### src/core/dccp_consts.vh
// Offsets, field positions, masks, reset values, clock source codes and fifo sizes of the clock and panel register bank
`ifndef DCCP_CONSTS_VH
`define DCCP_CONSTS_VH
`define DCCP_IDX_PAIRED 8'h26
`define DCCP_IDX_MEMCLK 8'h27
`define DCCP_IDX_PIXCLK 8'h28
`define DCCP_IDX_FIFOTH 8'h29
`define DCCP_IDX_PANARCH 8'h30
`define DCCP_IDX_PANMODE 8'h31
`define DCCP_IDX_PANPOL 8'h32
`define DCCP_RESET_VAL 8'h00
`define DCCP_MASK_PAIRED 8'h0F
`define DCCP_MASK_MEMCLK 8'h0F
`define DCCP_MASK_PIXCLK 8'hFF
`define DCCP_MASK_FIFOTH 8'hFF
`define DCCP_MASK_PANARCH 8'h01
`define DCCP_MASK_PANMODE 8'hDF
`define DCCP_MASK_PANPOL 8'hF7
`define DCCP_BIT_SEL_RD_DIS 0
`define DCCP_BIT_GLB_RD_DIS 1
`define DCCP_BIT_C2_WR_EN 2
`define DCCP_BIT_C1_WR_DIS 3
`define DCCP_BIT_CRT_TEST 0
`define DCCP_BIT_PAN_SRC 1
`define DCCP_BIT_DAC_SRC 2
`define DCCP_BIT_LUT_BYPASS 3
`define DCCP_BIT_PAN_EN 4
`define DCCP_BIT_ICON_DST 6
`define DCCP_BIT_CURS_DST 7
`define DCCP_BIT_MEM_TRI 0
`define DCCP_BIT_SIM_HSP 1
`define DCCP_BIT_SIM_VSP 2
`define DCCP_CLK_PLL_MEM 2'h0
`define DCCP_CLK_PLL_PIX 2'h1
`define DCCP_CLK_MEM 2'h2
`define DCCP_CLK_SYS 2'h3
`define DCCP_WFIFO_SLOTS 16
`define DCCP_FIFO_LVL_W 5
`endif

### src/core/dccp_regs.v
// Indexed clock, panel and paired-access register bank with its steering logic
`timescale 1ns/1ps
`default_nettype none
`include "dccp_consts.vh"
module dccp_regs
(
  input wire clk,
  input wire reset_n,
  // Sequencer index and data ports, one-cycle strobes
  input wire indexWrite,
  input wire [7:0] indexData,
  input wire dataWrite,
  input wire dataRead,
  input wire [7:0] writeData,
  output reg [7:0] readData,
  output reg readValid,
  output reg [7:0] seqIndex,
  // Paired controller register access from the CRT register file
  input wire pairedAccess,
  input wire [7:0] pairedIndex,
  input wire [7:0] c1ReadData,
  input wire [7:0] c2ReadData,
  input wire pairedRead,
  input wire pairedWrite,
  output reg [7:0] pairedReadData,
  output reg c1WriteStrobe,
  output reg c2WriteStrobe,
  // Clock sources
  input wire memPllClock,
  input wire pixelPllClock,
  input wire sysClock,
  input wire crystalInputPin,
  input wire localBusEnablePin,
  input wire externalClockConfigBit,
  input wire extMemclkSelect,
  input wire extPixclkSelect,
  output reg memoryClock,
  output reg firstCtrlPixelClock,
  output reg secondCtrlPixelClock,
  // Fifo levels and requests
  input wire [4:0] panelWriteFifoLevel,
  input wire [4:0] panelReadFifoLevel,
  input wire [4:0] secondCtrlFifoLevel,
  output reg panelWriteDrainReq,
  output reg panelReadUrgentReq,
  output reg secondCtrlUrgentReq,
  // Display routing and panel control
  input wire tvModeBit,
  input wire miscHsyncLow,
  input wire miscVsyncLow,
  input wire [23:0] crtRgbData,
  input wire [23:0] firstCtrlPanelData,
  input wire [23:0] secondCtrlPanelData,
  output reg [23:0] panelDataOut,
  output reg panelScanSingle,
  output reg dacFromSecond,
  output reg panelFromSecond,
  output reg lookupBypassTest,
  output reg panelPowerOnStart,
  output reg panelPowerDownStart,
  output reg panelClockEnable,
  output reg iconToSecond,
  output reg cursorToSecond,
  output reg hsyncActiveLow,
  output reg vsyncActiveLow,
  output reg memPortTristate
);

  ////////////////////////////////////////////////////////////////////////////
  // Threshold code to slot count, used by two fifos
  function [4:0] slotThreshold;
    input [1:0] code;
    begin
      case (code)
        2'h0: slotThreshold = 5'h02;
        2'h1: slotThreshold = 5'h04;
        2'h2: slotThreshold = 5'h08;
        default: slotThreshold = 5'h0C;
      endcase
    end
  endfunction

  // Timing registers that the selective read disable covers
  // Indices 00h-07h, 10h-12h and 15h-16h of the crt register file
  function isTimingIndex;
    input [7:0] idx;
    begin
      isTimingIndex = (idx <= 8'h07) || (idx >= 8'h10 && idx <= 8'h12) ||
        (idx == 8'h15) || (idx == 8'h16);
    end
  endfunction

  ////////////////////////////////////////////////////////////////////////////
  reg [7:0] pairedSel_reg;
  reg [7:0] memClkCtl_reg;
  reg [7:0] pixClkCtl_reg;
  reg [7:0] fifoTh_reg;
  reg [7:0] panArch_reg;
  reg [7:0] panMode_reg;
  reg [7:0] panPol_reg;
  reg [7:0] seqIndex_next;
  reg [7:0] readData_next;
  reg panelEnPrev_reg;
  // Controller 1 write disable also locks the sequencer index onto the paired
  // select register, so software can always reach the bit that unlocks it
  wire c1WrDis = pairedSel_reg[`DCCP_BIT_C1_WR_DIS];
  wire [7:0] effIndex = c1WrDis ? `DCCP_IDX_PAIRED : seqIndex;

  // Index port; while writes to controller 1 are disabled the index stays locked
  always @*
  begin
    seqIndex_next = seqIndex;
    if (indexWrite && !c1WrDis)
      seqIndex_next = indexData;
  end

  // Register writes through the data port with reserved bits masked
  always @(posedge clk or negedge reset_n)
  begin
    if (!reset_n)
    begin
      seqIndex <= `DCCP_RESET_VAL;
      pairedSel_reg <= `DCCP_RESET_VAL;
      memClkCtl_reg <= `DCCP_RESET_VAL;
      pixClkCtl_reg <= `DCCP_RESET_VAL;
      fifoTh_reg <= `DCCP_RESET_VAL;
      panArch_reg <= `DCCP_RESET_VAL;
      panMode_reg <= `DCCP_RESET_VAL;
      panPol_reg <= `DCCP_RESET_VAL;
    end
    else
    begin
      seqIndex <= seqIndex_next;
      // Reserved bits are masked off so they store and read back as zero
      if (dataWrite)
      begin
        case (effIndex)
          `DCCP_IDX_PAIRED: pairedSel_reg <= writeData & `DCCP_MASK_PAIRED;
          `DCCP_IDX_MEMCLK: memClkCtl_reg <= writeData & `DCCP_MASK_MEMCLK;
          `DCCP_IDX_PIXCLK: pixClkCtl_reg <= writeData & `DCCP_MASK_PIXCLK;
          `DCCP_IDX_FIFOTH: fifoTh_reg <= writeData & `DCCP_MASK_FIFOTH;
          `DCCP_IDX_PANARCH: panArch_reg <= writeData & `DCCP_MASK_PANARCH;
          `DCCP_IDX_PANMODE: panMode_reg <= writeData & `DCCP_MASK_PANMODE;
          `DCCP_IDX_PANPOL: panPol_reg <= writeData & `DCCP_MASK_PANPOL;
          default: ;
        endcase
      end
    end
  end

  // Read mux; unmapped indices read zero
  // While the index is locked reads also return the paired select register
  always @*
  begin
    case (effIndex)
      `DCCP_IDX_PAIRED: readData_next = pairedSel_reg;
      `DCCP_IDX_MEMCLK: readData_next = memClkCtl_reg;
      `DCCP_IDX_PIXCLK: readData_next = pixClkCtl_reg;
      `DCCP_IDX_FIFOTH: readData_next = fifoTh_reg;
      `DCCP_IDX_PANARCH: readData_next = panArch_reg;
      `DCCP_IDX_PANMODE: readData_next = panMode_reg;
      `DCCP_IDX_PANPOL: readData_next = panPol_reg;
      default: readData_next = 8'h00;
    endcase
  end

  ////////////////////////////////////////////////////////////////////////////
  // Paired register steering
  // Global read disable wins over the selective one
  wire useSecondRead = pairedSel_reg[`DCCP_BIT_GLB_RD_DIS] ||
    (pairedSel_reg[`DCCP_BIT_SEL_RD_DIS] && isTimingIndex(pairedIndex));

  always @(posedge clk or negedge reset_n)
  begin
    if (!reset_n)
    begin
      readData <= 8'h00;
      readValid <= 1'b0;
      pairedReadData <= 8'h00;
      c1WriteStrobe <= 1'b0;
      c2WriteStrobe <= 1'b0;
    end
    else
    begin
      // Read data is captured only on a read strobe and then stands
      readValid <= dataRead;
      if (dataRead)
        readData <= readData_next;
      // Paired read data holds until the next paired read
      if (pairedAccess && pairedRead)
        pairedReadData <= useSecondRead ? c2ReadData : c1ReadData;
      // Both strobes may fire on one write for mirroring
      c1WriteStrobe <= pairedAccess && pairedWrite && !c1WrDis;
      c2WriteStrobe <= pairedAccess && pairedWrite &&
        pairedSel_reg[`DCCP_BIT_C2_WR_EN];
    end
  end

  ////////////////////////////////////////////////////////////////////////////
  // Clock selection and division, sampled as synchronous levels
  // External clock pins replace the pll clocks only when configured as inputs
  wire pllPixSrc = (!externalClockConfigBit && extPixclkSelect) ?
    crystalInputPin : pixelPllClock;
  wire pllMemSrc = (!externalClockConfigBit && extMemclkSelect) ?
    localBusEnablePin : memPllClock;
  reg intMemSrc;
  reg pixSrcA;
  reg pixSrcB;

  always @*
  begin
    // Internal memory clock source
    case (memClkCtl_reg[1:0])
      `DCCP_CLK_PLL_PIX: intMemSrc = pllPixSrc;
      `DCCP_CLK_SYS: intMemSrc = sysClock;
      default: intMemSrc = pllMemSrc;
    endcase
    // Pixel sources A and B
    case (pixClkCtl_reg[1:0])
      `DCCP_CLK_MEM: pixSrcA = memoryClock;
      `DCCP_CLK_SYS: pixSrcA = sysClock;
      default: pixSrcA = pllPixSrc;
    endcase
    case (pixClkCtl_reg[5:4])
      `DCCP_CLK_MEM: pixSrcB = memoryClock;
      `DCCP_CLK_SYS: pixSrcB = sysClock;
      default: pixSrcB = pllPixSrc;
    endcase
  end

  // Three dividers: rising edges of the source counted, output held per ratio.
  // Sources are sampled levels, so they must stay below half the system clock;
  // divide by three gives a two-to-one duty cycle rather than an even one.
  wire [2:0] divSrc = {pixSrcB, pixSrcA, intMemSrc};
  wire [5:0] divCode = {pixClkCtl_reg[7:6], pixClkCtl_reg[3:2], memClkCtl_reg[3:2]};
  wire [2:0] divOut;
  genvar g;
  generate
    for (g = 0; g < 3; g = g + 1)
    begin : gDiv
      reg prev_reg;
      reg [1:0] cnt_reg;
      reg out_reg;
      wire [1:0] ratioCode = divCode[2*g+1 -: 2];
      wire rise = divSrc[g] && !prev_reg;
      // Position after the next source rise, wrapping after ratio code plus one rises
      wire [1:0] cntNext = (cnt_reg >= ratioCode) ? 2'h0 : cnt_reg + 2'h1;
      // High phase in source periods: two when dividing by three or four, one otherwise
      wire [1:0] highLen = ratioCode[1] ? 2'h2 : 2'h1;
      always @(posedge clk or negedge reset_n)
      begin
        if (!reset_n)
        begin
          prev_reg <= 1'b0;
          cnt_reg <= 2'h0;
          out_reg <= 1'b0;
        end
        else
        begin
          prev_reg <= divSrc[g];
          if (ratioCode == 2'h0)
          begin
            // Divide by one follows the source a cycle late
            cnt_reg <= 2'h0;
            out_reg <= divSrc[g];
          end
          else if (rise)
          begin
            // One output period every ratio code plus one source periods
            cnt_reg <= cntNext;
            out_reg <= cntNext < highLen;
          end
        end
      end
      assign divOut[g] = out_reg;
    end
  endgenerate

  // Software must space source and divider updates
  // Outputs come straight from the divider flops
  always @*
  begin
    memoryClock = divOut[0];
    firstCtrlPixelClock = divOut[1];
    secondCtrlPixelClock = divOut[2];
  end

  ////////////////////////////////////////////////////////////////////////////
  // Fifo requests and panel control outputs
  // Simultaneous display: panel on and panel and dac fed by the same controller
  wire simulDisplay = panMode_reg[`DCCP_BIT_PAN_EN] &&
    (panMode_reg[`DCCP_BIT_PAN_SRC] == panMode_reg[`DCCP_BIT_DAC_SRC]);

  always @(posedge clk or negedge reset_n)
  begin
    if (!reset_n)
    begin
      panelWriteDrainReq <= 1'b0;
      panelReadUrgentReq <= 1'b0;
      secondCtrlUrgentReq <= 1'b0;
      panelDataOut <= 24'h000000;
      panelScanSingle <= 1'b0;
      dacFromSecond <= 1'b0;
      panelFromSecond <= 1'b0;
      lookupBypassTest <= 1'b0;
      panelEnPrev_reg <= 1'b0;
      panelPowerOnStart <= 1'b0;
      panelPowerDownStart <= 1'b0;
      panelClockEnable <= 1'b0;
      iconToSecond <= 1'b0;
      cursorToSecond <= 1'b0;
      hsyncActiveLow <= 1'b0;
      vsyncActiveLow <= 1'b0;
      memPortTristate <= 1'b0;
    end
    else
    begin
      // Write fifo fills up to its threshold, read fifos drain down to theirs
      panelWriteDrainReq <= panelWriteFifoLevel >= slotThreshold(fifoTh_reg[1:0]);
      panelReadUrgentReq <= panelReadFifoLevel <= {1'b0, fifoTh_reg[5:2]};
      secondCtrlUrgentReq <= secondCtrlFifoLevel <= slotThreshold(fifoTh_reg[7:6]);
      panelScanSingle <= panArch_reg[0];
      // Crt test mode overrides the panel source select
      if (panMode_reg[`DCCP_BIT_CRT_TEST])
        panelDataOut <= crtRgbData;
      else if (panMode_reg[`DCCP_BIT_PAN_SRC])
        panelDataOut <= secondCtrlPanelData;
      else
        panelDataOut <= firstCtrlPanelData;
      panelFromSecond <= panMode_reg[`DCCP_BIT_PAN_SRC] &&
        !panMode_reg[`DCCP_BIT_CRT_TEST];
      dacFromSecond <= panMode_reg[`DCCP_BIT_DAC_SRC] && !tvModeBit;
      lookupBypassTest <= panMode_reg[`DCCP_BIT_LUT_BYPASS];
      // Edges of the panel enable start the power sequences
      panelEnPrev_reg <= panMode_reg[`DCCP_BIT_PAN_EN];
      panelPowerOnStart <= panMode_reg[`DCCP_BIT_PAN_EN] && !panelEnPrev_reg;
      panelPowerDownStart <= !panMode_reg[`DCCP_BIT_PAN_EN] && panelEnPrev_reg;
      panelClockEnable <= panMode_reg[`DCCP_BIT_PAN_EN];
      iconToSecond <= panMode_reg[`DCCP_BIT_ICON_DST];
      cursorToSecond <= panMode_reg[`DCCP_BIT_CURS_DST];
      hsyncActiveLow <= simulDisplay ? panPol_reg[`DCCP_BIT_SIM_HSP] : miscHsyncLow;
      vsyncActiveLow <= simulDisplay ? panPol_reg[`DCCP_BIT_SIM_VSP] : miscVsyncLow;
      memPortTristate <= panPol_reg[`DCCP_BIT_MEM_TRI];
    end
  end

endmodule
`default_nettype wire

### config.mk
export PLATFORM = sky130hd
export DESIGN_NAME = dccp_regs
export DESIGN_NICKNAME = d
export VERILOG_FILES = /design/src/core/dccp_regs.v
export VERILOG_INCLUDE_DIRS = /design/src /design/src/core
export SDC_FILE = /design/constraint.sdc
export NUM_CORES = 1
export LEC_CHECK = 0
export BUFFER_PORTS_ARGS = -buffer_cell sky130_fd_sc_hd__buf_2
export CORE_MARGIN = 2
export CORE_UTILIZATION = 45
export CTS_CLUSTER_SIZE = 16
export DETAILED_ROUTE_END_ITERATION = 8
export GPL_ROUTABILITY_DRIVEN = 0
export HOLD_SLACK_MARGIN = 0.12
export PLACE_DENSITY = 0.74
export SYNTH_ARGS = -nofsm -noshare
export SYNTH_HDL_FRONTEND = slang
export SYNTH_SLANG_ARGS = --single-unit
### constraint.sdc
create_clock -name clk -period 2.3 [get_ports clk]
set_clock_uncertainty 0.05 [all_clocks]
set_input_delay 0.115 -clock clk [delete_from_list [all_inputs] [get_ports clk]]
set_output_delay 0.115 -clock clk [all_outputs]
set_load 0.1 [all_outputs]
**Yosys cells after proc, flatten, opt, wreduce, memory -nomap -nowiden**

Index checks and enable logic that the tools add are counted.

- $add $sub $neg: 3
- $mul: 0
- Div/mod/pow operators: 0
- Magnitude comparators: 12
- Equal/unequal tests: 20
- Shifts and indexed selects: 0
- Muxes and demuxes: 32
- Bitwise gates (word level): 0
- Reduce and logical (&&, ||, !) cells: 45

Operator list:

| kind | count |
|---|---|
| == test 8 x 6 -> 1 bit (second input constant) | 7 |
| one-hot mux 8 bit (7 select lines) | 1 |
| 2-to-1 mux 24 bit | 2 |
| 2-to-1 mux 2 bit | 12 |
| one-hot mux 4 bit (3 select lines) | 2 |
| logical AND 1 bit | 17 |
| == test 8 x 5 -> 1 bit (second input constant) | 2 |
| 2-to-1 mux 8 bit | 2 |
| == test 2 bit (second input constant) | 7 |
| AND reduction 2 bit | 7 |
| logical NOT 2 bit | 5 |
| 2-to-1 mux 1 bit | 10 |
| logical NOT 1 bit | 9 |
| >= comparator 8 x 5 -> 1 bit (second input constant) | 1 |
| less-or-equal comparator 8 x 3 -> 1 bit (second input constant) | 1 |
| less-or-equal comparator 8 x 5 -> 1 bit (second input constant) | 1 |
| adder 2 x 1 -> 2 bit (second input constant) | 3 |
| == test 2 x 1 -> 1 bit (second input constant) | 3 |
| >= comparator 2 bit | 3 |
| less-than comparator 2 bit | 3 |
| one-hot mux 1 bit (2 select lines) | 3 |
| nonzero test 2 bit | 3 |
| >= comparator 5 bit | 1 |
| less-or-equal comparator 5 x 4 -> 1 bit | 1 |
| 3 further kinds | 6 |

- Bits in registers: 117
- Latch bits: 0
- Bits in writable memories: 0
- ROM bits: 0
- Bits of input ports: 146
- Word-level logic and storage cells: 150
- Memories kept: 0

**Logic depth before layout (Yosys ltp)**

Gate-level depths: netlist of run 1.

- Word-level depth: 8
- Mapped depth: 10

**Least setup slack after synthesis of run 1**

Ideal clock, no wire load.

- Kind: register to register
- Start point: register seqIndex[5]
- End point: register panMode_reg[0]
- Library setup time: 0.125 ns
- Arrival time: 2.308 ns
- Data required time: 2.125 ns
- Path slack: -0.183 ns
- Cell stages (with the launch flop): 7
- Clock period less this slack: 2.483 ns
- Cells stage by stage: dfrtp_1 > nor4b_4 > nand3_2 > nor3_4 > and3_1 > buf_6 > mux2_4

- Word-level cells in the longest chain between the ends: 3

RTL lines:

| what | RTL line | source |
|---|---|---|
| start, declared | dccp_regs.v:17 | `output reg [7:0] seqIndex,` |
| start signal, assigned | dccp_regs.v:122 | `` seqIndex <= `DCCP_RESET_VAL; `` |
| start signal, assigned | dccp_regs.v:133 | `seqIndex <= seqIndex_next;` |
| 2-to-1 mux 8 bit | dccp_regs.v:107 | `` wire [7:0] effIndex = c1WrDis ? `DCCP_IDX_PAIRED : seqIndex; `` |
| == test 8 x 6 -> 1 bit | dccp_regs.v:137 | `case (effIndex)` |
| AND reduction 2 bit (no line) | - |  |
| end signal, assigned | dccp_regs.v:128 | `` panMode_reg <= `DCCP_RESET_VAL; `` |
| end signal, assigned | dccp_regs.v:143 | `` `DCCP_IDX_PANMODE: panMode_reg <= writeData & `DCCP_MASK_PANMODE; `` |
| end, declared | dccp_regs.v:99 | `reg [7:0] panMode_reg;` |

Every way passes these cells.
A chain may end at the register's enable or synchronous reset.

**Worst setup path in the final report of run 1**

- Start point: register pixClkCtl_reg[2]
- End point: register gDiv[1].out_reg, in the netlist firstCtrlPixelClock

- Word-level cells in the longest chain between the ends: 5
- Elaborated cells on any way between the ends: 7
- Those cells by class: 2 x order compare; 3 x mux; 2 x reduce/logical

RTL lines:

| what | RTL line | source |
|---|---|---|
| start, declared | dccp_regs.v:96 | `reg [7:0] pixClkCtl_reg;` |
| start signal, assigned | dccp_regs.v:125 | `` pixClkCtl_reg <= `DCCP_RESET_VAL; `` |
| start signal, assigned | dccp_regs.v:140 | `` `DCCP_IDX_PIXCLK: pixClkCtl_reg <= writeData & `DCCP_MASK_PIXCLK; `` |
| >= comparator 2 bit | dccp_regs.v:247 | `wire [1:0] cntNext = (cnt_reg >= ratioCode) ? 2'h0 : cnt_reg + 2'h1;` |
| 2-to-1 mux 2 bit | dccp_regs.v:247 |  |
| less-than comparator 2 bit | dccp_regs.v:271 | `out_reg <= cntNext < highLen;` |
| 2-to-1 mux 1 bit | dccp_regs.v:267 | `else if (rise)` |
| 2-to-1 mux 1 bit | dccp_regs.v:261 | `if (ratioCode == 2'h0)` |
| end signal, assigned | dccp_regs.v:265 | `out_reg <= divSrc[g];` |
| end signal, assigned | dccp_regs.v:271 |  |
| end, declared | dccp_regs.v:243 | `reg out_reg;` |

Several ways; a longest one is shown, not always the timed one. The select of a mux whose other input is x is not followed.

==> flow_metrics.tcl, run 1 <==
set metrics [dict create \
    status "finished, final reports clean" \
    crit_fanout 4 \
    drtAntennaViolNets 0 \
    synth_cell_types 56 \
    largest_reg_flops 24 \
    ir_drop_mv 0.647 \
    postSynth.topFlopCell "dfrtp_1" \
    clk_path_buf_depth 2 \
    numCtsBuffers 17 \
    synth_top_area_share_pct 50.5 \
    antenna_found_initial 0 \
    cp.arrival_ns 2.51 \
    required_ns 2.58 \
    grt-ovfl-total 0 \
    grt_pass1_wl_mm 27.7 \
    syn-cell-area_sq_um 5800 \
    power_density_nw_per_um2 1220 \
    core_sq_um 12600 \
    seq_area_frac_synth_pct 50.5 \
    clock_sinks 117 \
    syn_inst 503 \
    num_vias 5251 \
    max_slew_margin_pct 52.3 \
    maxSlewViolCount 0 \
    grt_max_degree 51 \
    fin_nets 995 \
    synth-edff-count 0 \
    antenna_cells 0 \
    synthTopCellsByCount "dfrtp_1 (117), mux2i_1 (49), nand2_1 (49), o21ai_0 (47), mux2_2 (33)" \
    io_pins 215 \
    ys_seq_elements 117 \
    drcViolationCount 0 \
    synth.largest_area_cell "dfrtp_1" \
    drt-initial-drc-count 278 \
    start_util_pct 46.0 \
    via_per_inst 5.17 \
    cts_tree "done" \
    num_rows 41 \
    drt_pass1_iterations 6 \
    drv_cap 0 \
    dpl.hpwl_mm 11.1 \
    critPathKind "register to register" \
    placed_cell_area_sq_um 7090 \
    worstMarginPinSlew_ns 0.713 \
    end_kind "register" \
    clk_pin_slew_ns 0.05 \
    setup_violations 0 \
    detail_route.wl_per_cell_microns 16.5 \
    tns_ns 0 \
    syn_nets 668 \
    ys_warn_count 0 \
    final_area_sq_um 8710 \
    drive_gt1_share_pct 39.3 \
    synthArstFlopShare_pct 100 \
    htreeDepth 4 \
    cellLeakagePower_uw 0.00420 \
    min_period_ns 2.23 \
    die_h_microns 118 \
    ys_top_cells_by_area "dfrtp_1 (50%), mux2i_1 (8.5%), mux2_2 (6.4%)" \
    syn_to_final_growth_pct 50.1 \
    cts_root_buf "clkbuf_16" \
    routed_wl_mm 16.7 \
    regMostFlops "panelDataOut" \
    hold_violations 0 \
    p_total_uw 10600 \
    track_usage_pct 25.1 \
    io_buffers 214 \
    clock_latency_ns 0.41 \
    die_w_microns 118 \
    fin_util_pct 69.0 \
    yosysMostFrequentCell "dfrtp_1" \
    grt_pass1_vias 5674 \
    fin_crit_sh_pct 97.1 \
    hp-class "primary input to register" \
    fmax_ghz 0.448 \
    syn_area_per_cell_sq_um 11.5 \
    fin_hold_ws_ns 0.151 \
    dieArea_sq_um 13800 \
    setup.worst_path.start_class "register" \
]
==> layer usage <==
metal  vias up  wire length (microns)  GRT usage (%)
met5         -                      0              0
met4         0                    476           10.0
met3        41                    834           5.09
met2       194                   8850           45.7
met1      2566                   6540           29.0
li1       2450                      -              -
==> stage by stage <==
stage                     cells  worst slack [ns]
final                      1015            0.0672
after global routing       1015           -0.0294
after CTS                  1011            0.0368
after detailed placement    881            0.0613
after global placement      881             0.203
after floorplan             503            0.0345
==> where the power goes <==
part	leakage [uW]	total, uW	internal, uW	switching [uW]
clock network	0.000273	2550	1640	914
logic	0.00242	5000	1380	3620
registers	0.00150	3070	2580	490
==> cell families after synthesis <==
group / share of synthesized area (%)
adders and majority gates: 4.10
buffers and inverters: 3.36
AOI/OAI and AO/OA: 11.5
muxes: 18.7
DFF: 50.5
and+or+nand+nor: 11.3
xor gates and xnor gates: 0.604
==> worst max-delay path, stage by stage, from the launching register on <==
cell      delay, ns
dfrtp_1        0.42
ha_1           0.32
nand2b_1       0.16
a21o_1         0.21
nor2_2         0.19
ha_4           0.24
a211o_1        0.28
a31oi_1        0.13
o21ai_0        0.09
o21ai_0        0.08
==> worst paths after layout <==
| path | startpoint | to | slack (ns) | cells after the start |
|---|---|---|---|---|
| max | pixClkCtl_reg[2] | firstCtrlPixelClock | 0.07 | 9 |
| min | localBusEnablePin | gDiv[0].prev_reg | 0.15 | 3 |
| max reg2reg | pixClkCtl_reg[2] | firstCtrlPixelClock | 0.07 | 9 |
| min reg2reg | panPol_reg[0] | memPortTristate | 0.37 | 0 |
| max in group asynchronous | reset_n | pixClkCtl_reg[5] | 0.88 | 3 |
| min in group asynchronous | reset_n | cursorToSecond | 0.22 | 3 |
==> area by class of cell <==
class | instances | area, sq um
fillers | 891 | 3910
flip-flops and latches | 117 | 2930
multi-input cells | 339 | 2710
repair buffers | 325 | 2160
clock buffers | 23 | 468
well taps | 172 | 215
inverters | 30 | 113
clock inverters | 9 | 103
==> placed cells by master, fill, tap and decap left out, types with 10 or more instances in the layout <==
| cell type | Yosys | layout |
|---|---|---|
| dfrtp_1 | 117 | 112 |
| mux2_2 | 33 | 33 |
| mux2_4 | 14 | 14 |
| nand2b_1 | 10 | 10 |
| a21oi_1 | 16 | 16 |
| buf_2 | 6 | 213 |
| nand2_1 | 49 | 49 |
| dlygate4sd3_1 | 0 | 98 |
| ha_1 | 19 | 17 |
| inv_1 | 29 | 27 |
| clkbuf_16 | 0 | 17 |
| mux2i_1 | 49 | 49 |
| nor2_1 | 16 | 14 |
| o21ai_0 | 47 | 45 |
| buf_4 | 1 | 13 |
==> repair_timing <==
action | in CTS | in global routing
resized for setup | 0 | 9
endpoints found under the setup margin | 0 | 2
hold buffers | 98 | 0
hold endpoints to repair | 214 | 0
setup buffers | 0 | 4
No activity file was read; power rests on OpenSTA's default activity.
==> run 2, diff against run 1 <==
Settings changed: SETUP_SLACK_MARGIN set to 0.2.
==> run 2 against run 1 <==
Net effect: register-to-register slack better by 0.11 ns; die area unchanged; setup slack better by 0.11 ns; non-clock buffer count increased by 18; clock-buffer cell count fell by 2; worst hold slack got worse by 0.0062 ns; combinational power is 1% higher; sequential share of layout area is 0.86 points lower; global-route usage increased by 0.98 points; largest power group unchanged.
==> flow_metrics.tcl, run 2 (synthesized netlist as in run 1, its figures left out) <==
set metrics [dict create \
    tns_ns 0 \
    detail_route.wl_per_cell_microns 17.3 \
    p_comb_share_pct 46.0 \
    grt_setup_unrepaired "true" \
    min_period_ns 2.12 \
    layout_common_cells "buf_2 (213), dfrtp_1 (107), dlygate4sd3_1 (97), mux2i_1 (49), nand2_1 (49)" \
    p_int_uw 5940 \
    io_pins 215 \
    cp_slowest_cell "dfrtp_1" \
    drive_gt1_share_pct 42.4 \
    p_clk_share_pct 25.2 \
    grt_pass1_vias 5757 \
    cts_root_buf "clkbuf_16" \
    crit_fanout 3 \
    drt_pass1_iterations 5 \
    drt-initial-drc-count 337 \
    fillers 841 \
    htreeDepth 4 \
    largest_reg_flops 24 \
    antenna_cells 0 \
    grt_max_degree 71 \
    clock_sinks 117 \
    clk_path_buf_depth 2 \
    setup_violations 0 \
    drcViolationCount 0 \
    cp_num_buf_inv 1 \
    required_ns 2.59 \
    cts_tree "done" \
    critPathKind "register to register" \
    die_h_microns 118 \
    max_stage_delay_ns 0.39 \
    drv_cap 0 \
    dieArea_sq_um 13800 \
    fin_crit_sh_pct 92.1 \
    routed_wl_mm 17.9 \
    multi_input_area_sq_um 2770 \
    swShare_pct 46.2 \
    max_slew_margin_pct 55.5 \
    worstMarginPinSlew_ns 0.664 \
    crit_family "compound AO/OA/AOI/OAI gates" \
    core_sq_um 12600 \
    antenna_found_initial 0 \
    end_kind "register" \
    numCtsBuffers 17 \
    power_density_nw_per_um2 1230 \
    num_rows 41 \
    setup.worst_path.start_class "register" \
    grt-ovfl-total 0 \
    clk_pin_slew_ns 0.05 \
    hp-start "sysClock" \
    p_switching_uw 5090 \
    track_usage_pct 26.1 \
    final-seq-area_sq_um 2950 \
    drtAntennaViolNets 0 \
    grt_pass1_wl_mm 28.6 \
    startpoint "gDiv[1].cnt_reg[0]" \
    fmax_ghz 0.472 \
    reg2reg_from "gDiv[1].cnt_reg[0]" \
    cp.arrival_ns 2.40 \
    mostFrequentLayoutCell "buf_2" \
    hold_violations 0 \
    via_per_inst 5.23 \
    hp-class "primary input to register" \
    status "finished, final reports clean" \
    crit_top_cell "o21ai_1" \
    ir_drop_mv 0.803 \
    path_cells "inv_2 > ha_4 > nand2b_4 > a21o_1 > nor2_2 > ha_1 > a211o_1 > a31oi_2 > o21ai_1 > o21ai_1" \
    dpl.hpwl_mm 11.4 \
    cellLeakagePower_uw 0.00434 \
    num_vias 5396 \
    clock_latency_ns 0.41 \
    io_buffers 214 \
    syn_to_final_growth_pct 54.8 \
    die_w_microns 118 \
    seq_power_share_pct 28.8 \
    fin_nets 1013 \
    maxSlewViolCount 0 \
    fin_hold_ws_ns 0.145 \
    regMostFlops "panelDataOut" \
    start_util_pct 46.0 \
]
## run 2: cell count changes in the layout (fill, tap and decap cells not counted), sizes merged
| cell | previous run | this run |
|---|---|---|
| clkinvlp | 3 | 1 |
| clkbuf | 23 | 21 |
| buf | 227 | 246 |
| dlygate4sd3 | 98 | 97 |
| bufinv | 2 | 4 |
## run 2: power by group through the flow
stage	sequential (uW)	combinational, uW	clock (uW)
floorplan	5430	1320	0
global placement	3150	4450	0
detailed placement	3190	4530	0
CTS	3160	4950	2810
global route	3250	5290	2920
finish	3180	5070	2780
## run 2: area by class of cell
cell class | count | share of cell area [%]
inverter | 30 | 1.25
clock inverter | 9 | 1.69
sequential | 117 | 32.8
tap | 172 | 2.40
timing repair buffer | 343 | 25.8
clock buffer | 21 | 5.24
multi-input combinational | 339 | 30.9
## run 2: worst reg2reg max path, cell delays in order, from the launching register on
cell      delay, ns
dfrtp_1        0.39
inv_2          0.10
ha_4           0.20
nand2b_4       0.13
a21o_1         0.17
nor2_2         0.12
ha_1           0.26
a211o_1        0.28
a31oi_2        0.17
o21ai_1        0.09
o21ai_1        0.08
## run 2: what timing repair did
| action | 4_1_cts | 5_1_grt |
|---|---|---|
| setup endpoints to repair | 9 | 32 |
| pin swaps | 14 | 12 |
| resized for setup | 13 | 11 |
| hold endpoints to repair | 214 | 0 |
| hold buffers | 97 | 0 |
| setup buffers | 15 | 10 |
## run 2: stage by stage
step	setup slack, ns	std cells	power, uW	instance area (sq um)	util [%]
after floorplan	0.182	503	6750	5820	-
after global placement	0.206	879	7600	7100	56.3
after detailed placement	0.00287	879	7720	7100	56.3
after CTS	0.169	1021	10900	8850	70.2
after global routing	0.0891	1031	11500	8980	71.2
final	0.181	1031	11000	8980	71.2
## run 2: worst paths after layout
path / end / slack (ns) / depth (start not counted)
setup / recovery: firstCtrlPixelClock / 0.18 / 10
hold / removal: gDiv[2].prev_reg / 0.15 / 3
setup reg to reg: firstCtrlPixelClock / 0.18 / 10
hold reg to reg: panelScanSingle / 0.36 / 0
max in group asynchronous: seqIndex[2] / 1.41 / 3
min in group asynchronous: gDiv[1].cnt_reg[1] / 0.20 / 3
## run 2: per-layer routing
layer	part of all wire (%)	track usage (%)
met5	0	0
met4	3.5	12.5
met1	37	28.4
met3	5.7	6.10
met2	54	47.7
==> run 3, diff against run 2 <==
--- a/config.mk
+++ b/config.mk
@@ -10,3 +10,3 @@
 export CORE_MARGIN = 2
-export CORE_UTILIZATION = 45
+export CORE_UTILIZATION = 40
 export CTS_CLUSTER_SIZE = 16
@@ -15,3 +15,3 @@
 export HOLD_SLACK_MARGIN = 0.12
-export PLACE_DENSITY = 0.74
+export PLACE_DENSITY = 0.67
 export SETUP_SLACK_MARGIN = 0.2
==> constraint.sdc (replaced) <==
create_clock -name clk -period 2.3 [get_ports clk]
set_clock_uncertainty 0.05 [all_clocks]
set_input_delay 0.23 -clock clk [delete_from_list [all_inputs] [get_ports clk]]
set_output_delay 0.23 -clock clk [all_outputs]
set_load 0.1 [all_outputs]
==> run 3 against run 2 <==
Net effect: register-to-register slack got worse by 0.08 ns; cell count rose by 1.5%; largest cell class unchanged; critical path type unchanged; wire length fell by 1.7%; design area fell by 0.49%.
==> flow_metrics.tcl, run 3 (synthesized netlist as in run 1, its figures left out) <==
set metrics [dict create \
    placed_cell_area_sq_um 7110 \
    detail_route.wl_per_cell_microns 16.8 \
    dieArea_sq_um 15500 \
    ir_drop_mv 0.878 \
    tns_ns 0 \
    die_h_microns 124 \
    reg2reg_depth 10 \
    critPathKind "register to register" \
    syn_to_final_growth_pct 54.1 \
    grt-ovfl-total 0 \
    rrSetupSlack_ns 0.1 \
    via_per_inst 5.10 \
    required_ns 2.58 \
    num_vias 5336 \
    clock_sinks 117 \
    largest_reg_flops 24 \
    hp-class "primary input to register" \
    drt-initial-drc-count 323 \
    grt_pass1_vias 5418 \
    cp_num_buf_inv 1 \
    seq_power_share_pct 29.0 \
    track_usage_pct 22.7 \
    mostFrequentLayoutCell "buf_2" \
    grt_max_degree 51 \
    cts_tree "done" \
    layout_common_cells "buf_2 (213), dfrtp_1 (109), dlygate4sd3_1 (87), mux2i_1 (49), nand2_1 (48)" \
    clock_latency_ns 0.42 \
    setup_violations 0 \
    reg2reg_to "firstCtrlPixelClock" \
    fin_nets 1014 \
    path_cells "inv_2 > ha_1 > nand2b_4 > a21o_1 > nor2_4 > ha_4 > a211o_1 > a31oi_1 > o21ai_1 > o21ai_0" \
    power_density_nw_per_um2 1210 \
    grt_setup_unrepaired "true" \
    grt_pass1_wl_mm 27.6 \
    core_sq_um 14400 \
    routed_wl_mm 17.6 \
    holdPathStages 3 \
    crit_fanout 3 \
    htreeDepth 4 \
    hold_end "panelDataOut[6]" \
    cp.arrival_ns 2.48 \
    maxSlewViolCount 0 \
    p_comb_share_pct 47.2 \
    final_area_sq_um 8940 \
    antenna_found_initial 0 \
    start_util_pct 40.4 \
    drive_gt1_share_pct 43.0 \
    fin_crit_sh_pct 95.7 \
    max_stage_delay_ns 0.37 \
    p_clk_share_pct 23.8 \
    die_w_microns 124 \
    drcViolationCount 0 \
    status "finished, final reports clean" \
    num_rows 44 \
    io_pins 215 \
    p_int_uw 5740 \
    antenna_cells 0 \
    clk_path_buf_depth 2 \
    drv_cap 0 \
    dpl.hpwl_mm 11.9 \
    io_buffers 214 \
    hold_violations 0 \
    cts_root_buf "clkbuf_16" \
    setup.worst_path.start_class "register" \
    swShare_pct 47.0 \
    p_switching_uw 5100 \
    cellLeakagePower_uw 0.00434 \
    cp_slowest_cell "dfrtp_1" \
    drtAntennaViolNets 0 \
    max_slew_margin_pct 56.0 \
    min_period_ns 2.20 \
    worstMarginPinSlew_ns 0.659 \
    fmax_ghz 0.455 \
    end_kind "register" \
    clk_pin_slew_ns 0.05 \
    drt_pass1_iterations 5 \
    regMostFlops "panelDataOut" \
    reg2reg_from "gDiv[1].cnt_reg[0]" \
    hp-start "firstCtrlPanelData[6]" \
    numCtsBuffers 17 \
    crit_family "compound AO/OA/AOI/OAI gates" \
]
==> run 3: how the worst max path moves through the flow <==
stage | start | to | slack [ns] | cells after the start
2_1_floorplan | seqIndex[3] | panMode_reg[0] | 0.18 | 6
3_3_place_gp | gDiv[2].cnt_reg[0] | secondCtrlPixelClock | 0.20 | 10
3_5_place_dp | gDiv[2].cnt_reg[0] | secondCtrlPixelClock | 0.04 | 10
4_1_cts | pixClkCtl_reg[6] | secondCtrlPixelClock | 0.17 | 9
5_1_grt | gDiv[2].cnt_reg[0] | secondCtrlPixelClock | 0.03 | 10
6_report | gDiv[1].cnt_reg[0] | firstCtrlPixelClock | 0.1 | 10
==> run 3: area by class of cell <==
class	instances	area [sq um]
well taps	184	230
clock inverters	9	103
fillers	1098	5430
multi-input cells	339	2770
inverters	30	113
flip-flops and latches	117	2950
clock buffers	23	478
repair buffers	344	2300
==> run 3: routing by layer <==
metal | part of all wire, % | track usage, % | vias up
li1 | - | - | 2496
met1 | 41 | 27.4 | 2592
met2 | 51 | 39.1 | 204
met3 | 5.3 | 5.76 | 44
met4 | 2.6 | 8.20 | 0
met5 | 0 | 0 | -
==> run 3: timing repair <==
action	4_1_cts	5_1_grt
hold buffers	87	0
resized for setup	9	12
setup buffers	18	17
endpoints found under the hold margin	113	0
pin swaps	12	16
endpoints found under the setup margin	9	31
==> run 3: power by group through the flow <==
stage          logic [uW]  registers, uW  clock network, uW
2_1_floorplan        1320           5430                  0
3_3_place_gp         4470           3150                  0
3_5_place_dp         4540           3180                  0
4_1_cts              4940           3130               2620
5_1_grt              5340           3220               2720
6_report             5110           3140               2580
==> run 3: tightest hold or removal path, cell delays in order <==
cell and delay, ns:
buf_2 0.08, mux2i_1 0.05, o21ai_0 0.18
==> run 3: stage by stage <==
stage	hold slack (ns)	cells	utilization [%]	total power, uW	setup slack (ns)
floorplan	-0.116	503	-	6750	0.182
global route	0.136	1046	62.2	11300	0.0303
detailed placement	0.231	892	49.5	7720	0.0448
CTS	0.120	1029	60.8	10700	0.174
global placement	0.219	892	49.5	7620	0.202
finish	0.125	1046	62.2	10800	0.0998
